File: src/core/wec_pkg.sv
// package: wakeup event counter map, fields, timing and carriers
package wec_pkg;
   localparam int DATA_W = 16;
   localparam int ADDR_W = 32;
   localparam int CNT_W = 8;
   localparam int DEB_W = 6;
   localparam int PINS_W = 37;

   localparam logic [ADDR_W-1:0] ADDR_CTRL = 32'h5000_0100;
   localparam logic [ADDR_W-1:0] ADDR_THRESH = 32'h5000_0102;
   localparam logic [ADDR_W-1:0] ADDR_IRQ_CLR = 32'h5000_0104;
   localparam logic [ADDR_W-1:0] ADDR_TALLY = 32'h5000_0106;
   localparam logic [ADDR_W-1:0] ADDR_TALLY_CLR = 32'h5000_0108;
   localparam logic [ADDR_W-1:0] ADDR_EN_P0 = 32'h5000_010A;
   localparam logic [ADDR_W-1:0] ADDR_EN_P1 = 32'h5000_010C;
   localparam logic [ADDR_W-1:0] ADDR_EN_P2 = 32'h5000_010E;
   localparam logic [ADDR_W-1:0] ADDR_EN_P3 = 32'h5000_0110;
   localparam logic [ADDR_W-1:0] ADDR_EN_P4 = 32'h5000_0112;
   localparam logic [ADDR_W-1:0] ADDR_POL_P0 = 32'h5000_0114;
   localparam logic [ADDR_W-1:0] ADDR_POL_P1 = 32'h5000_0116;
   localparam logic [ADDR_W-1:0] ADDR_POL_P2 = 32'h5000_0118;
   localparam logic [ADDR_W-1:0] ADDR_POL_P3 = 32'h5000_011A;
   localparam logic [ADDR_W-1:0] ADDR_POL_P4 = 32'h5000_011C;

   localparam int CTRL_IRQ_EN_BIT = 7;
   localparam int CTRL_SOFT_BIT = 6;
   localparam int CTRL_DEB_MSB = 5;

   localparam logic [DEB_W-1:0] DEB_RST = 6'h00;
   localparam logic [CNT_W-1:0] CNT_RST = 8'h00;
   localparam logic [DATA_W-1:0] READ_ZERO = 16'h0000;

   localparam int CLK_PERIOD_NS = 25;
   localparam int DEB_UNIT_NS = 1000000;
   localparam int MS_CYCLES =
      (DEB_UNIT_NS + CLK_PERIOD_NS - 1) / CLK_PERIOD_NS;

   typedef struct packed {
      logic [ADDR_W-1:0] addr;
      logic [DATA_W-1:0] wdata;
      logic wr;
      logic rd;
   } wec_bus_req_t;

   typedef struct packed {
      logic [7:0] p4;
      logic [7:0] p3;
      logic [4:0] p2;
      logic [7:0] p1;
      logic [7:0] p0;
   } wec_pins_t;

   localparam wec_pins_t PINS_RST = 37'h00_0000_0000;

   typedef enum logic {
      DB_IDLE,
      DB_WAIT
   } wec_db_state_t;
endpackage

File: src/core/wec_top.sv
// wakeup event counter: registers, pin edge select, tally and irq
//
// Our own choice: the plain strobed port.
`timescale 1ns/1ps
`default_nettype none
// Behaviour
// - irq enable set: irq raised when tally reaches threshold; clear: none
// - writing soft key bit one while it is zero adds exactly one event, debounced if on
// - debounce field gives n milliseconds; zero disables debouncing
// - eight-bit read-write threshold holds events needed before irq
// - any write to irq clear register clears irq unless irq is set in that cycle; reads return zero
// - tally readable as eight bits; irq clear also zeroes tally, or sets it to one if an event lands in that cycle
// - any write to tally clear register zeroes tally (one if an event lands in that cycle), data ignored
// - per-pin enable bits select pins feeding tally; port two five wide
// - per-pin polarity: zero counts rising, one counts falling
// - after reset all control fields are zero
module wec_top #(
   parameter int MS_CYCLES = wec_pkg::MS_CYCLES
) (
   input wire logic clk_sys,
   input wire logic rstn,
   input wire wec_pkg::wec_bus_req_t bus,
   output logic [wec_pkg::DATA_W-1:0] rdata,
   input wire wec_pkg::wec_pins_t pins,
   output logic wake_irq
);
   function automatic logic wr_at(
      input wec_pkg::wec_bus_req_t b,
      input logic [wec_pkg::ADDR_W-1:0] off
   );
      return b.wr && (b.addr == off);
   endfunction

   function automatic logic [wec_pkg::DATA_W-1:0] zext8(
      input logic [7:0] v
   );
      return {8'h00, v};
   endfunction

   // control fields
   logic irq_en;
   logic soft_key_press;
   logic [wec_pkg::DEB_W-1:0] debounce_ms;
   logic [wec_pkg::CNT_W-1:0] threshold;
   wec_pkg::wec_pins_t pin_enable;
   wec_pkg::wec_pins_t pin_polarity;

   // state
   logic [wec_pkg::CNT_W-1:0] tally;
   wec_pkg::wec_pins_t pin_prev;
   logic prev_ok;

   // combinational
   logic [wec_pkg::PINS_W-1:0] rise;
   logic [wec_pkg::PINS_W-1:0] fall;
   logic [wec_pkg::PINS_W-1:0] pin_hit;
   logic pin_evt;
   logic soft_evt;
   logic raw_trig;
   logic qual;
   logic tally_clr;
   logic irq_clr;
   logic irq_set;
   logic [wec_pkg::CNT_W-1:0] next_tally;
   logic [wec_pkg::DATA_W-1:0] next_rdata;

   // control register
   always_ff @(posedge clk_sys or negedge rstn) begin
      if (!rstn) begin
         irq_en <= 1'b0;
         soft_key_press <= 1'b0;
         debounce_ms <= wec_pkg::DEB_RST;
      end else if (wr_at(bus, wec_pkg::ADDR_CTRL)) begin
         irq_en <= bus.wdata[wec_pkg::CTRL_IRQ_EN_BIT];
         soft_key_press <= bus.wdata[wec_pkg::CTRL_SOFT_BIT];
         debounce_ms <= bus.wdata[wec_pkg::CTRL_DEB_MSB:0];
      end
   end

   // threshold register
   always_ff @(posedge clk_sys or negedge rstn) begin
      if (!rstn) begin
         threshold <= wec_pkg::CNT_RST;
      end else if (wr_at(bus, wec_pkg::ADDR_THRESH)) begin
         threshold <= bus.wdata[wec_pkg::CNT_W-1:0];
      end
   end

   // per-pin enable registers
   always_ff @(posedge clk_sys or negedge rstn) begin
      if (!rstn) begin
         pin_enable <= wec_pkg::PINS_RST;
      end else begin
         if (wr_at(bus, wec_pkg::ADDR_EN_P0)) begin
            pin_enable.p0 <= bus.wdata[7:0];
         end
         if (wr_at(bus, wec_pkg::ADDR_EN_P1)) begin
            pin_enable.p1 <= bus.wdata[7:0];
         end
         if (wr_at(bus, wec_pkg::ADDR_EN_P2)) begin
            pin_enable.p2 <= bus.wdata[4:0];
         end
         if (wr_at(bus, wec_pkg::ADDR_EN_P3)) begin
            pin_enable.p3 <= bus.wdata[7:0];
         end
         if (wr_at(bus, wec_pkg::ADDR_EN_P4)) begin
            pin_enable.p4 <= bus.wdata[7:0];
         end
      end
   end

   // per-pin polarity registers
   always_ff @(posedge clk_sys or negedge rstn) begin
      if (!rstn) begin
         pin_polarity <= wec_pkg::PINS_RST;
      end else begin
         if (wr_at(bus, wec_pkg::ADDR_POL_P0)) begin
            pin_polarity.p0 <= bus.wdata[7:0];
         end
         if (wr_at(bus, wec_pkg::ADDR_POL_P1)) begin
            pin_polarity.p1 <= bus.wdata[7:0];
         end
         if (wr_at(bus, wec_pkg::ADDR_POL_P2)) begin
            pin_polarity.p2 <= bus.wdata[4:0];
         end
         if (wr_at(bus, wec_pkg::ADDR_POL_P3)) begin
            pin_polarity.p3 <= bus.wdata[7:0];
         end
         if (wr_at(bus, wec_pkg::ADDR_POL_P4)) begin
            pin_polarity.p4 <= bus.wdata[7:0];
         end
      end
   end

   // previous pin levels; first sample after reset only primes
   always_ff @(posedge clk_sys or negedge rstn) begin
      if (!rstn) begin
         pin_prev <= wec_pkg::PINS_RST;
         prev_ok <= 1'b0;
      end else begin
         pin_prev <= pins;
         prev_ok <= 1'b1;
      end
   end

   // edge select per pin
   always_comb begin
      rise = pins & ~pin_prev;
      fall = ~pins & pin_prev;
      pin_hit = pin_enable & ((~pin_polarity & rise)
         | (pin_polarity & fall));
   end

   // a held soft key masks real keys until software drops it
   assign pin_evt = prev_ok && (|pin_hit) && !soft_key_press;

   // soft key fires on the zero-to-one write only
   assign soft_evt = wr_at(bus, wec_pkg::ADDR_CTRL)
      && bus.wdata[wec_pkg::CTRL_SOFT_BIT]
      && !soft_key_press;

   assign raw_trig = pin_evt || soft_evt;

   wec_debounce #(
      .MS_CYCLES(MS_CYCLES)
   ) u_debounce (
      .clk_sys(clk_sys),
      .rstn(rstn),
      .trig(raw_trig),
      .deb_ms(debounce_ms),
      .pulse(qual)
   );

   assign irq_clr = wr_at(bus, wec_pkg::ADDR_IRQ_CLR);
   assign tally_clr = wr_at(bus, wec_pkg::ADDR_TALLY_CLR)
      || irq_clr;

   // an event in the clearing cycle still counts as one
   always_comb begin
      if (qual && tally_clr) begin
         next_tally = 8'h01;
      end else if (qual) begin
         next_tally = tally + 8'h01;
      end else if (tally_clr) begin
         next_tally = wec_pkg::CNT_RST;
      end else begin
         next_tally = tally;
      end
   end

   always_ff @(posedge clk_sys or negedge rstn) begin
      if (!rstn) begin
         tally <= wec_pkg::CNT_RST;
      end else begin
         tally <= next_tally;
      end
   end

   assign irq_set = qual && irq_en
      && (next_tally == threshold);

   // set wins over a simultaneous clear
   always_ff @(posedge clk_sys or negedge rstn) begin
      if (!rstn) begin
         wake_irq <= 1'b0;
      end else if (irq_set) begin
         wake_irq <= 1'b1;
      end else if (irq_clr) begin
         wake_irq <= 1'b0;
      end
   end

   // read mux; write-only and unmapped words read zero
   always_comb begin
      next_rdata = wec_pkg::READ_ZERO;
      if (bus.rd) begin
         unique case (bus.addr)
            wec_pkg::ADDR_CTRL: begin
               next_rdata = zext8({irq_en, soft_key_press,
                  debounce_ms});
            end
            wec_pkg::ADDR_THRESH: begin
               next_rdata = zext8(threshold);
            end
            wec_pkg::ADDR_TALLY: begin
               next_rdata = zext8(tally);
            end
            wec_pkg::ADDR_EN_P0: begin
               next_rdata = zext8(pin_enable.p0);
            end
            wec_pkg::ADDR_EN_P1: begin
               next_rdata = zext8(pin_enable.p1);
            end
            wec_pkg::ADDR_EN_P2: begin
               next_rdata = zext8({3'h0, pin_enable.p2});
            end
            wec_pkg::ADDR_EN_P3: begin
               next_rdata = zext8(pin_enable.p3);
            end
            wec_pkg::ADDR_EN_P4: begin
               next_rdata = zext8(pin_enable.p4);
            end
            wec_pkg::ADDR_POL_P0: begin
               next_rdata = zext8(pin_polarity.p0);
            end
            wec_pkg::ADDR_POL_P1: begin
               next_rdata = zext8(pin_polarity.p1);
            end
            wec_pkg::ADDR_POL_P2: begin
               next_rdata = zext8({3'h0, pin_polarity.p2});
            end
            wec_pkg::ADDR_POL_P3: begin
               next_rdata = zext8(pin_polarity.p3);
            end
            wec_pkg::ADDR_POL_P4: begin
               next_rdata = zext8(pin_polarity.p4);
            end
            default: begin
               next_rdata = wec_pkg::READ_ZERO;
            end
         endcase
      end
   end

   always_ff @(posedge clk_sys or negedge rstn) begin
      if (!rstn) begin
         rdata <= wec_pkg::READ_ZERO;
      end else begin
         rdata <= next_rdata;
      end
   end
endmodule // wec_top
`default_nettype wire

File: src/core/wec_debounce.sv
// debounce filter: passes a trigger after n milliseconds of hold-off
`timescale 1ns/1ps
`default_nettype none
module wec_debounce #(
   parameter int MS_CYCLES = wec_pkg::MS_CYCLES
) (
   input wire logic clk_sys,
   input wire logic rstn,
   input wire logic trig,
   input wire logic [wec_pkg::DEB_W-1:0] deb_ms,
   output logic pulse
);
   localparam int DIV_W = $clog2(MS_CYCLES + 1);
   localparam logic [DIV_W-1:0] DIV_LAST = DIV_W'(MS_CYCLES - 1);

   wec_pkg::wec_db_state_t state;
   logic [DIV_W-1:0] div;
   logic [wec_pkg::DEB_W-1:0] ms_left;
   logic ms_tick;

   assign ms_tick = (state == wec_pkg::DB_WAIT) && (div == DIV_LAST);

   // millisecond divider, restarted on every accepted trigger
   always_ff @(posedge clk_sys or negedge rstn) begin
      if (!rstn) begin
         div <= '0;
      end else if (state == wec_pkg::DB_IDLE || ms_tick) begin
         div <= '0;
      end else begin
         div <= div + 1'b1;
      end
   end

   // bounces inside the hold-off window are swallowed
   always_ff @(posedge clk_sys or negedge rstn) begin
      if (!rstn) begin
         state <= wec_pkg::DB_IDLE;
         ms_left <= wec_pkg::DEB_RST;
         pulse <= 1'b0;
      end else begin
         pulse <= 1'b0;
         unique case (state)
            wec_pkg::DB_IDLE: begin
               if (trig && deb_ms == wec_pkg::DEB_RST) begin
                  pulse <= 1'b1;
               end else if (trig) begin
                  ms_left <= deb_ms;
                  state <= wec_pkg::DB_WAIT;
               end
            end
            wec_pkg::DB_WAIT: begin
               if (ms_tick && ms_left == 6'h01) begin
                  pulse <= 1'b1;
                  state <= wec_pkg::DB_IDLE;
               end else if (ms_tick) begin
                  ms_left <= ms_left - 6'h01;
               end
            end
         endcase
      end
   end
endmodule // wec_debounce
`default_nettype wire

File: config.mk
export PLATFORM = sky130hd
export DESIGN_NAME = wec_top
export DESIGN_NICKNAME = d
export VERILOG_FILES = /design/src/core/wec_pkg.sv /design/src/core/wec_top.sv /design/src/core/wec_debounce.sv
export SDC_FILE = /design/constraint.sdc
export NUM_CORES = 1
export LEC_CHECK = 0
export BUFFER_PORTS_ARGS = -buffer_cell sky130_fd_sc_hd__buf_2
export CAP_MARGIN = 20
export CORE_ASPECT_RATIO = 0.75
export CORE_MARGIN = 2
export CORE_UTILIZATION = 40
export CTS_CLUSTER_SIZE = 16
export DETAILED_ROUTE_END_ITERATION = 8
export PLACE_DENSITY = 0.59
export SKIP_CTS_REPAIR_TIMING = 1
export SLEW_MARGIN = 20
export SYNTH_ARGS = -nofsm -noshare
export SYNTH_HDL_FRONTEND = slang
export SYNTH_SLANG_ARGS = --single-unit
File: constraint.sdc
create_clock -name clk_sys -period 2.7 [get_ports clk_sys]
set_input_delay 0.135 -clock clk_sys [delete_from_list [all_inputs] [get_ports clk_sys]]
set_output_delay 0.135 -clock clk_sys [all_outputs]
set_load 0.005 [all_outputs]
* Yosys cells after proc, flatten, opt, wreduce, memory -nomap -nowiden *
Index checks and enable logic that the tools add are counted.

operators by class
  reduce and logical (&&, ||, !) cells = 32
  shift operators = 0
  add/subtract/negate cells = 3
  order comparisons = 0
  equality and inequality tests = 22
  mux-type cells = 20
  multipliers = 0
  bitwise gates (word level) = 10
  divide/modulo/power cells = 0

operators with widths
  cell                                                                count
  32-bit by 31-bit == test with 1-bit output, second input constant   15
  37-bit AND                                                          5
  37-bit NOT                                                          3
  8-bit case mux with 13 select lines                                 1
  37-bit OR                                                           1
  37-bit OR reduction                                                 1
  8-bit 2-to-1 mux                                                    4
  1-bit logical AND                                                   24
  6-bit 2-to-1 mux                                                    4
  16-bit by 1-bit adder with 16-bit output, second input constant     1
  16-bit == test, second input constant                               1
  16-bit 2-to-1 mux                                                   1
  6-bit case mux with 2 select lines                                  1
  8-bit by 1-bit adder with 8-bit output, second input constant       1
  8-bit == test                                                       1
  1-bit 2-to-1 mux                                                    7
  6-bit by 1-bit == test with 1-bit output, second input constant     1
  6-bit logical NOT                                                   1
  2-bit != test, second input constant                                3
  6-bit by 1-bit subtractor with 6-bit output, second input constant  1
  1-bit case mux with 2 select lines                                  2
  4-bit AND reduction                                                 1
  1-bit logical OR                                                    3
  2-bit by 1-bit != test with 1-bit output, second input constant     1
  other kinds (3)                                                     3

word-level totals
  ROM bits = 0
  input bits = 89
  word-level logic and storage cells = 114
  bits in writable memories = 0
  memories = 0
  register bits = 177
  output and inout port bits = 17
  bits in latches = 0

* Depth between registers and ports, before layout *
Gate-level depths: netlist of run 1.

  depth in word-level cells = 12
  gate-level depth with buffers = 9

* Cells and area by module *
A second synthesis of run 1 with hierarchy kept.

second synthesis, totals
  cells, all modules = 761
  area total of the unflattened synthesis = 8548.2 um2

by module, submodules not included
  module        instances  area each (um2)  seq. area each (um2)  cells each
  wec_top       1          7195.7           3628.5                616
  wec_debounce  1          1352.5           600.6                 145

* Worst setup path after synthesis of run 1 *
No wires, ideal clock.

  kind = reg2reg
  start = register pin_polarity[29] in the netlist's numbering
  end = register u_debounce.ms_left[3] in the netlist's numbering
  setup time = 0.133 ns
  slack = -0.199 ns
  arrival = 2.766 ns
  clock period less this slack = 2.899 ns
  cell stages (with the launch flop) = 9
  required time = 2.567 ns
  buffers on the path = 0
  cell sequence = dfrtp_1 and4b_1 or4_1 or4_4 nor4_4 nand4_2 a221oi_4 mux2i_1 o211ai_1

on the way
  longest elaborated chain between the ends = 11

RTL lines
  element                           RTL line            RTL
  start: declaration                wec_top.sv:46       wec_pkg::wec_pins_t pin_polarity;
  start signal: assignment          wec_top.sv:115      pin_polarity <= wec_pkg::PINS_RST;
  37-bit NOT                        wec_top.sv:150      pin_hit = pin_enable & ((~pin_polarity & rise)
  37-bit AND                        wec_top.sv:150
  37-bit OR *                       wec_top.sv:151      | (pin_polarity & fall));
  37-bit AND *                      wec_top.sv:150
  37-bit OR reduction *             wec_top.sv:155      assign pin_evt = prev_ok && (|pin_hit) && !soft_key_press;
  1-bit logical AND * (2 in a row)  wec_top.sv:155
  1-bit logical OR *                wec_top.sv:162      assign raw_trig = pin_evt || soft_evt;
  1-bit logical AND                 wec_debounce.sv:44  if (trig && deb_ms == wec_pkg::DEB_RST) begin
  2-bit != test (no line)           n/a
  4-bit AND reduction (no line) *   n/a
  end signal: assignment            wec_debounce.sv:38  ms_left <= wec_pkg::DEB_RST;
  end signal: assignment            wec_debounce.sv:47  ms_left <= deb_ms;
  end signal: assignment            wec_debounce.sv:56  ms_left <= ms_left - 6'h01;
  end: declaration                  wec_debounce.sv:18  logic [wec_pkg::DEB_W-1:0] ms_left;

Every way passes the cells marked *; elsewhere a longest branch is shown, timed or not.
A chain may end at the register's enable or synchronous reset.

* Worst setup path after layout of run 1 *
  start = register pin_prev[23] in the netlist's numbering
  end = register u_debounce.ms_left[2] in the netlist's numbering

on the way
  longest elaborated chain between the ends = 12

RTL lines
  element                           RTL line            RTL
  start: declaration                wec_top.sv:50       wec_pkg::wec_pins_t pin_prev;
  start signal: assignment          wec_top.sv:138      pin_prev <= wec_pkg::PINS_RST;
  start signal: assignment          wec_top.sv:141      pin_prev <= pins;
  37-bit NOT                        wec_top.sv:148      rise = pins & ~pin_prev;
  37-bit AND                        wec_top.sv:148
  37-bit AND                        wec_top.sv:150
  37-bit OR *                       wec_top.sv:151
  37-bit AND *                      wec_top.sv:150
  37-bit OR reduction *             wec_top.sv:155
  1-bit logical AND * (2 in a row)  wec_top.sv:155
  1-bit logical OR *                wec_top.sv:162
  1-bit logical AND                 wec_debounce.sv:44
  2-bit != test (no line)           n/a
  4-bit AND reduction (no line) *   n/a

Marked as above.

==> flow_metrics.tcl, run 1 <==
set metrics [dict create \
    grt_max_degree 85 \
    r2r_end "u_debounce.ms_left[2]" \
    cts_tree "done" \
    r2r_setup_slack_ns -0.22 \
    synth-edff-count 0 \
    netlist.top_cell.by_area "dfrtp_1" \
    grt_pass1_wl_mm 38.95 \
    numCtsBuffers 17 \
    arrival_ns 3.27 \
    die_x_um 170.4 \
    cts.reportedPaths.clkPinSlew_ns 0.07 \
    layout_setup_ws_ns -0.2204 \
    nets 974 \
    synth_top_area_share_pct 50.93 \
    holdCritStartpoint "bus[7]" \
    ys_seq_area_share_pct 50.93 \
    final.period_utilization_pct 108.2 \
    r2r_start "pin_prev[23]" \
    slew_headroom_pct 45.18 \
    synthCells 707 \
    multi_input_area_sq_um 3900 \
    rsz0062_at_grt "yes" \
    drv_cap 0 \
    worst_pin_slew_ns 0.8223 \
    drt-initial-drc-count 653 \
    cts_max_path_buffers 2 \
    final_cell_mix "dfrtp_1, mux2_2, buf_2, buf_4, nand2_1" \
    core_area_sq_um 20330 \
    routed_via_density 5.716 \
    syn_area_sq_um 8304 \
    synth_area_leaders "dfrtp_1, mux2_2, and3b_1" \
    yosysUniqueCellTypes 62 \
    hold_path.class "in2reg" \
    cellPowerDensity_nw_per_um2 511.1 \
    dpl.hpwl_mm 18.43 \
    via_count 6716 \
    layout-drive-gt1-share_pct 33.03 \
    peakVddDrop_uv 314.3 \
    critPathCaptureType "flip-flop" \
    p_leak_nw 4.821 \
    synth_ff_type "dfrtp_1" \
    finalSetupViolCount 6 \
    holdPathEnd "pin_polarity[13]" \
    routed_wl_mm 25.38 \
    rr_worst_depth 9 \
    fp.dieArea_sq_um 21940 \
    power_w 0.005311 \
    ios 106 \
    outcome "finished, violations left" \
    diodes 0 \
    crit_fanout 5 \
    grt.total_usage_pct 23.74 \
    overflow 0 \
    required_ns 3.05 \
    insertion_delay_ns 0.43 \
    nFillCells 1833 \
    start_util_pct 40.86 \
    critPathKind "reg2reg" \
    fin_worst_skew_ns 0.01129 \
    clock-sinks 169 \
    maxSlewViolCount 0 \
    gp_congestion 0.8661 \
    whs_ns 0.1189 \
    drt_pass1_iterations 6 \
    area_growth_pct 25.15 \
    layout_commonest_cell "dfrtp_1" \
    finish.utilization_pct 51.13 \
    drcViolationCount 0 \
    max_freq_mhz 342.4 \
    async_flop_share_pct 100.0 \
    grt_pass1_vias 6804 \
    start_kind "flip-flop" \
    rows 45 \
    whs_path_depth 2 \
    avgSynthCellArea_sq_um 11.75 \
    wl_per_cell_um 21.60 \
    antenna_found_initial 0 \
    htreeDepth 4 \
    seq_area_sq_um 4229 \
    port-buffer-count 89 \
    hold_violations 0 \
    ant_nets 0 \
    fin_crit_ns 2.920 \
    yosysWarnings 0 \
    violations "negative setup slack" \
    root_buffer "clkbuf_16" \
    die_h_um 128.8 \
    ys_ff_latch 169 \
]
## area by class of cell
class                      count  share of cell area [%]
sequential                   169                   40.69
multi-input combinational    498                   37.53
timing repair buffer         187                   12.46
clock buffer                  18                   4.226
tap                          282                   3.395
clock inverter                13                   1.409
inverter                       8                  0.2889
## registers in the layout (all words and copies together) (netlist names), 6 cells and up
name,count
u_debounce.div,16
pin_prev,37
rdata,8
pin_polarity,37
debounce_ms,6
threshold,8
u_debounce.ms_left,6
tally,8
pin_enable,37
## power breakdown
| part | switching (W) | leakage [nW] | internal [W] |
|---|---|---|---|
| logic | 0.000171 | 2.34 | 0.000128 |
| registers | 0.0000151 | 2.20 | 0.00256 |
| clock network | 0.00105 | 0.276 | 0.00139 |
| total | 0.00123 | 4.82 | 0.00408 |
## cells in the mapped netlist (3+ instances only)
| cell | number |
|---|---|
| nor3_1 | 8 |
| a22o_1 | 3 |
| xor2_1 | 14 |
| nor4bb_1 | 9 |
| and3b_1 | 24 |
| a41oi_1 | 3 |
| a31oi_1 | 6 |
| nand4b_1 | 11 |
| and3_1 | 7 |
| nor4_1 | 16 |
| a222oi_1 | 9 |
| xnor2_1 | 9 |
| dfrtp_1 | 169 |
| mux2_2 | 94 |
| o211ai_1 | 3 |
| mux4_2 | 6 |
| o21ai_0 | 34 |
| and4b_1 | 7 |
| inv_1 | 8 |
| nor2_1 | 39 |
| buf_4 | 9 |
| nand4_1 | 18 |
| nand3_1 | 16 |
| a221oi_1 | 5 |
| nor4b_1 | 6 |
| ha_1 | 4 |
| a22oi_1 | 10 |
| nor2b_1 | 3 |
| nor3b_1 | 22 |
| clkbuf_1 | 27 |
| or4_1 | 5 |
| nand2_1 | 45 |
| and2_1 | 8 |
| a21oi_1 | 5 |
| mux2i_1 | 10 |
## through the flow
step / TNS [ns] / cell area (sq um) / setup WS [ns] / std cells
global route: -1.748 / 10390 / -0.3318 / 1175
floorplan: -0.08029 / 8330 / -0.04238 / 714
global placement: -0.6543 / 9417 / -0.1745 / 1106
detailed placement: -1.089 / 9417 / -0.2315 / 1106
finish: -1.058 / 10390 / -0.2204 / 1175
CTS: -1.146 / 10000 / -0.2354 / 1137
## critical path, cell delays in order (launching register included)
cell      delay [ns]
dfrtp_1         0.35
and4bb_2        0.24
or4_1           0.49
or4_4           0.51
nor4_4          0.24
nand4_2         0.19
a221oi_4        0.40
buf_4           0.20
nand4_1         0.09
o211ai_1        0.12
## per-layer routing
layer  global-route usage [%]  wire [um]  vias to the layer above
li1                         -          -                     3012
met1                    33.19      11530                     3368
met2                    35.94      11400                      291
met3                    6.367       1940                       45
met4                    8.044        514                        0
met5                        0          0                        -
## worst max path at each step
stage                   startpoint                     to  slack, ns  cells past startpoint
floorplan           pin_enable[23]  u_debounce.ms_left[3]      -0.04                      8
global placement      pin_prev[20]  u_debounce.ms_left[2]      -0.17                      9
detailed placement    pin_prev[20]  u_debounce.ms_left[2]      -0.23                      9
CTS                   pin_prev[20]  u_debounce.ms_left[2]      -0.24                      9
global route          pin_prev[23]  u_debounce.ms_left[2]      -0.33                      9
finish                pin_prev[23]  u_debounce.ms_left[2]      -0.22                      9
## logic make-up (layout without fill, tap and decap cells)
kind of cell / Yosys count / count (layout) / share of synthesized area, %
other: 2 / 9 / 0.09044
adder cells (fa/ha/maj): 4 / 4 / 0.6027
AO/OA/AOI/OAI: 92 / 92 / 7.820
XOR/XNOR: 23 / 23 / 2.426
AND/OR/NAND/NOR: 260 / 260 / 20.01
flip-flops: 169 / 169 / 50.93
multiplexers: 110 / 110 / 15.58
buffers and inverters: 47 / 226 / 2.546
No activity file was read; power rests on OpenSTA's default activity.
==> inputs of run 2 (changes only) <==
--- a/config.mk
+++ b/config.mk
@@ -12,7 +12,7 @@
 export CORE_UTILIZATION = 40
 export CTS_CLUSTER_SIZE = 16
 export DETAILED_ROUTE_END_ITERATION = 8
-export PLACE_DENSITY = 0.59
+export PLACE_DENSITY = 0.57
 export SKIP_CTS_REPAIR_TIMING = 1
 export SLEW_MARGIN = 20
 export SYNTH_ARGS = -nofsm -noshare
==> constraint.sdc (replaced) <==
create_clock -name clk_sys -period 3.25 [get_ports clk_sys]
set_input_delay 0.1625 -clock clk_sys [delete_from_list [all_inputs] [get_ports clk_sys]]
set_output_delay 0.1625 -clock clk_sys [all_outputs]
set_load 0.005 [all_outputs]
==> flow_metrics.tcl, run 2 (synthesized netlist as in run 1, its figures left out) <==
set metrics [dict create \
    outcome "finished clean" \
    nFillCells 1808 \
    placed_cell_area_sq_um 9101 \
    seq_power_share_pct 50.3 \
    grt.total_usage_pct 23.19 \
    htreeDepth 4 \
    rr_worst_depth 9 \
    final_cell_mix "dfrtp_1, mux2_2, buf_2, nand2_1, nor2_1" \
    die_h_um 128.8 \
    start_util_pct 40.86 \
    start_kind "flip-flop" \
    cellPowerDensity_nw_per_um2 423.8 \
    fin_worst_skew_ns 0.006375 \
    crit_slowest_cell "or4_1" \
    layout_setup_ws_ns 0.1981 \
    cts_max_path_buffers 2 \
    clock-sinks 169 \
    whs_path_depth 2 \
    drt_pass1_iterations 5 \
    holdPathEnd "pin_enable[26]" \
    dpl.hpwl_mm 18.01 \
    drt-initial-drc-count 594 \
    insertion_delay_ns 0.43 \
    p_int_w 0.003259 \
    rows 45 \
    crit_fanout 8 \
    critPathCaptureType "flip-flop" \
    grt_max_degree 92 \
    numCtsBuffers 17 \
    maxSlewViolCount 0 \
    finish.utilization_pct 49.41 \
    clockPowerShare_pct 44.1 \
    fin_crit_ns 3.052 \
    required_ns 3.55 \
    worst_pin_slew_ns 0.8563 \
    fp.dieArea_sq_um 21940 \
    root_buffer "clkbuf_16" \
    cts_tree "done" \
    drv_cap 0 \
    routed_wl_mm 24.69 \
    cpPeakStageDelay_ns 0.55 \
    antenna_found_initial 0 \
    wl_per_cell_um 21.77 \
    cts.reportedPaths.clkPinSlew_ns 0.07 \
    finalSetupViolCount 0 \
    r2r_end "u_debounce.ms_left[3]" \
    overflow 0 \
    critPathKind "reg2reg" \
    final.period_utilization_pct 93.90 \
    worstPathCellList "and4b_1, or4_1, or4_4, nor4_4, nand4_2, a221oi_4, buf_12, mux2i_1, o211ai_1" \
    via_count 6534 \
    rsz0062_at_grt "no" \
    holdCritStartpoint "bus[7]" \
    finalInstanceArea_sq_um 10040 \
    max_freq_mhz 327.7 \
    core_area_sq_um 20330 \
    gp_congestion 0.8651 \
    port-buffer-count 89 \
    drcViolationCount 0 \
    hold_path.class "in2reg" \
    largest_registers "pin_enable: 37 flops, pin_polarity: 37 flops, pin_prev: 37 flops" \
    grt_pass1_wl_mm 37.45 \
    slew_headroom_pct 42.92 \
    power_w 0.004256 \
    p_comb_share_pct 5.7 \
    ant_nets 0 \
    layout-drive-gt1-share_pct 29.81 \
    fin_cells 1134 \
    p_switching_w 0.0009968 \
    hold_violations 0 \
    routed_via_density 5.762 \
    layout_commonest_cell "dfrtp_1" \
    diodes 0 \
    dpl_worst_slack_ns -0.03608 \
    r2r_setup_slack_ns 0.20 \
    nets 933 \
    p_sw_share_pct 23.42 \
    grt_pass1_vias 6292 \
    p_leak_nw 4.586 \
    dp_cells 1064 \
    arrival_ns 3.35 \
    area_growth_pct 20.93 \
    ios 106 \
    die_x_um 170.4 \
    peakVddDrop_uv 333.1 \
    r2r_start "pin_enable[29]" \
]
==> run 2: routing by layer <==
layer  wire, um  vias up  global-route usage [%]
met5          0        -                       0
met4        305        0                   5.631
met3       1911       37                   6.952
li1           -     2932                       -
met2      10850      240                   33.96
met1      11620     3325                   33.79
==> run 2: worst max path at each step <==
stage                                 from                    end  slack [ns]  cells past startpoint
after floorplan           pin_polarity[29]  u_debounce.ms_left[3]        0.35                      8
after global placement    pin_polarity[29]  u_debounce.ms_left[3]        0.07                      8
after detailed placement  pin_polarity[29]  u_debounce.ms_left[3]       -0.04                      8
after CTS                   pin_enable[29]  u_debounce.ms_left[3]       -0.07                      8
after global routing        pin_enable[29]  u_debounce.ms_left[3]        0.09                      9
final                       pin_enable[29]  u_debounce.ms_left[3]        0.20                      9
==> run 2: final cells by class <==
| cell class | instances | area, sq um | area share (%) |
|---|---|---|---|
| clock inverter | 11 | 73.82 | 0.7351 |
| timing repair buffer | 146 | 999.7 | 9.955 |
| multi-input combinational | 498 | 3890 | 38.74 |
| tap | 282 | 352.8 | 3.514 |
| inverter | 8 | 30.03 | 0.2990 |
| clock buffer | 20 | 466.7 | 4.647 |
| sequential | 169 | 4229 | 42.11 |
==> run 2: power groups by stage <==
stage	sequential (W)	clock, W	combinational [W]
after floorplan	0.00218	0	0.0000761
after global placement	0.00218	0	0.000202
after detailed placement	0.00218	0	0.000207
after CTS	0.00214	0.00191	0.000208
after global routing	0.00214	0.00199	0.000266
final	0.00214	0.00188	0.000242
==> run 2: metrics by stage <==
step           hold slack, ns  setup TNS (ns)
2_1_floorplan         -0.1331               0
5_1_grt                0.1302               0
6_report               0.1336               0
3_3_place_gp           0.2905               0
3_5_place_dp           0.2954        -0.03608
4_1_cts               -0.1557        -0.08942
==> run 2: worst max-delay path: cells and delay by family, from the launching register on <==
family | cells | cell delay (ns)
simple gates | 5 | 1.75
flops | 1 | 0.41
compound gates | 2 | 0.40
mux | 1 | 0.20
buf+inv | 1 | 0.17
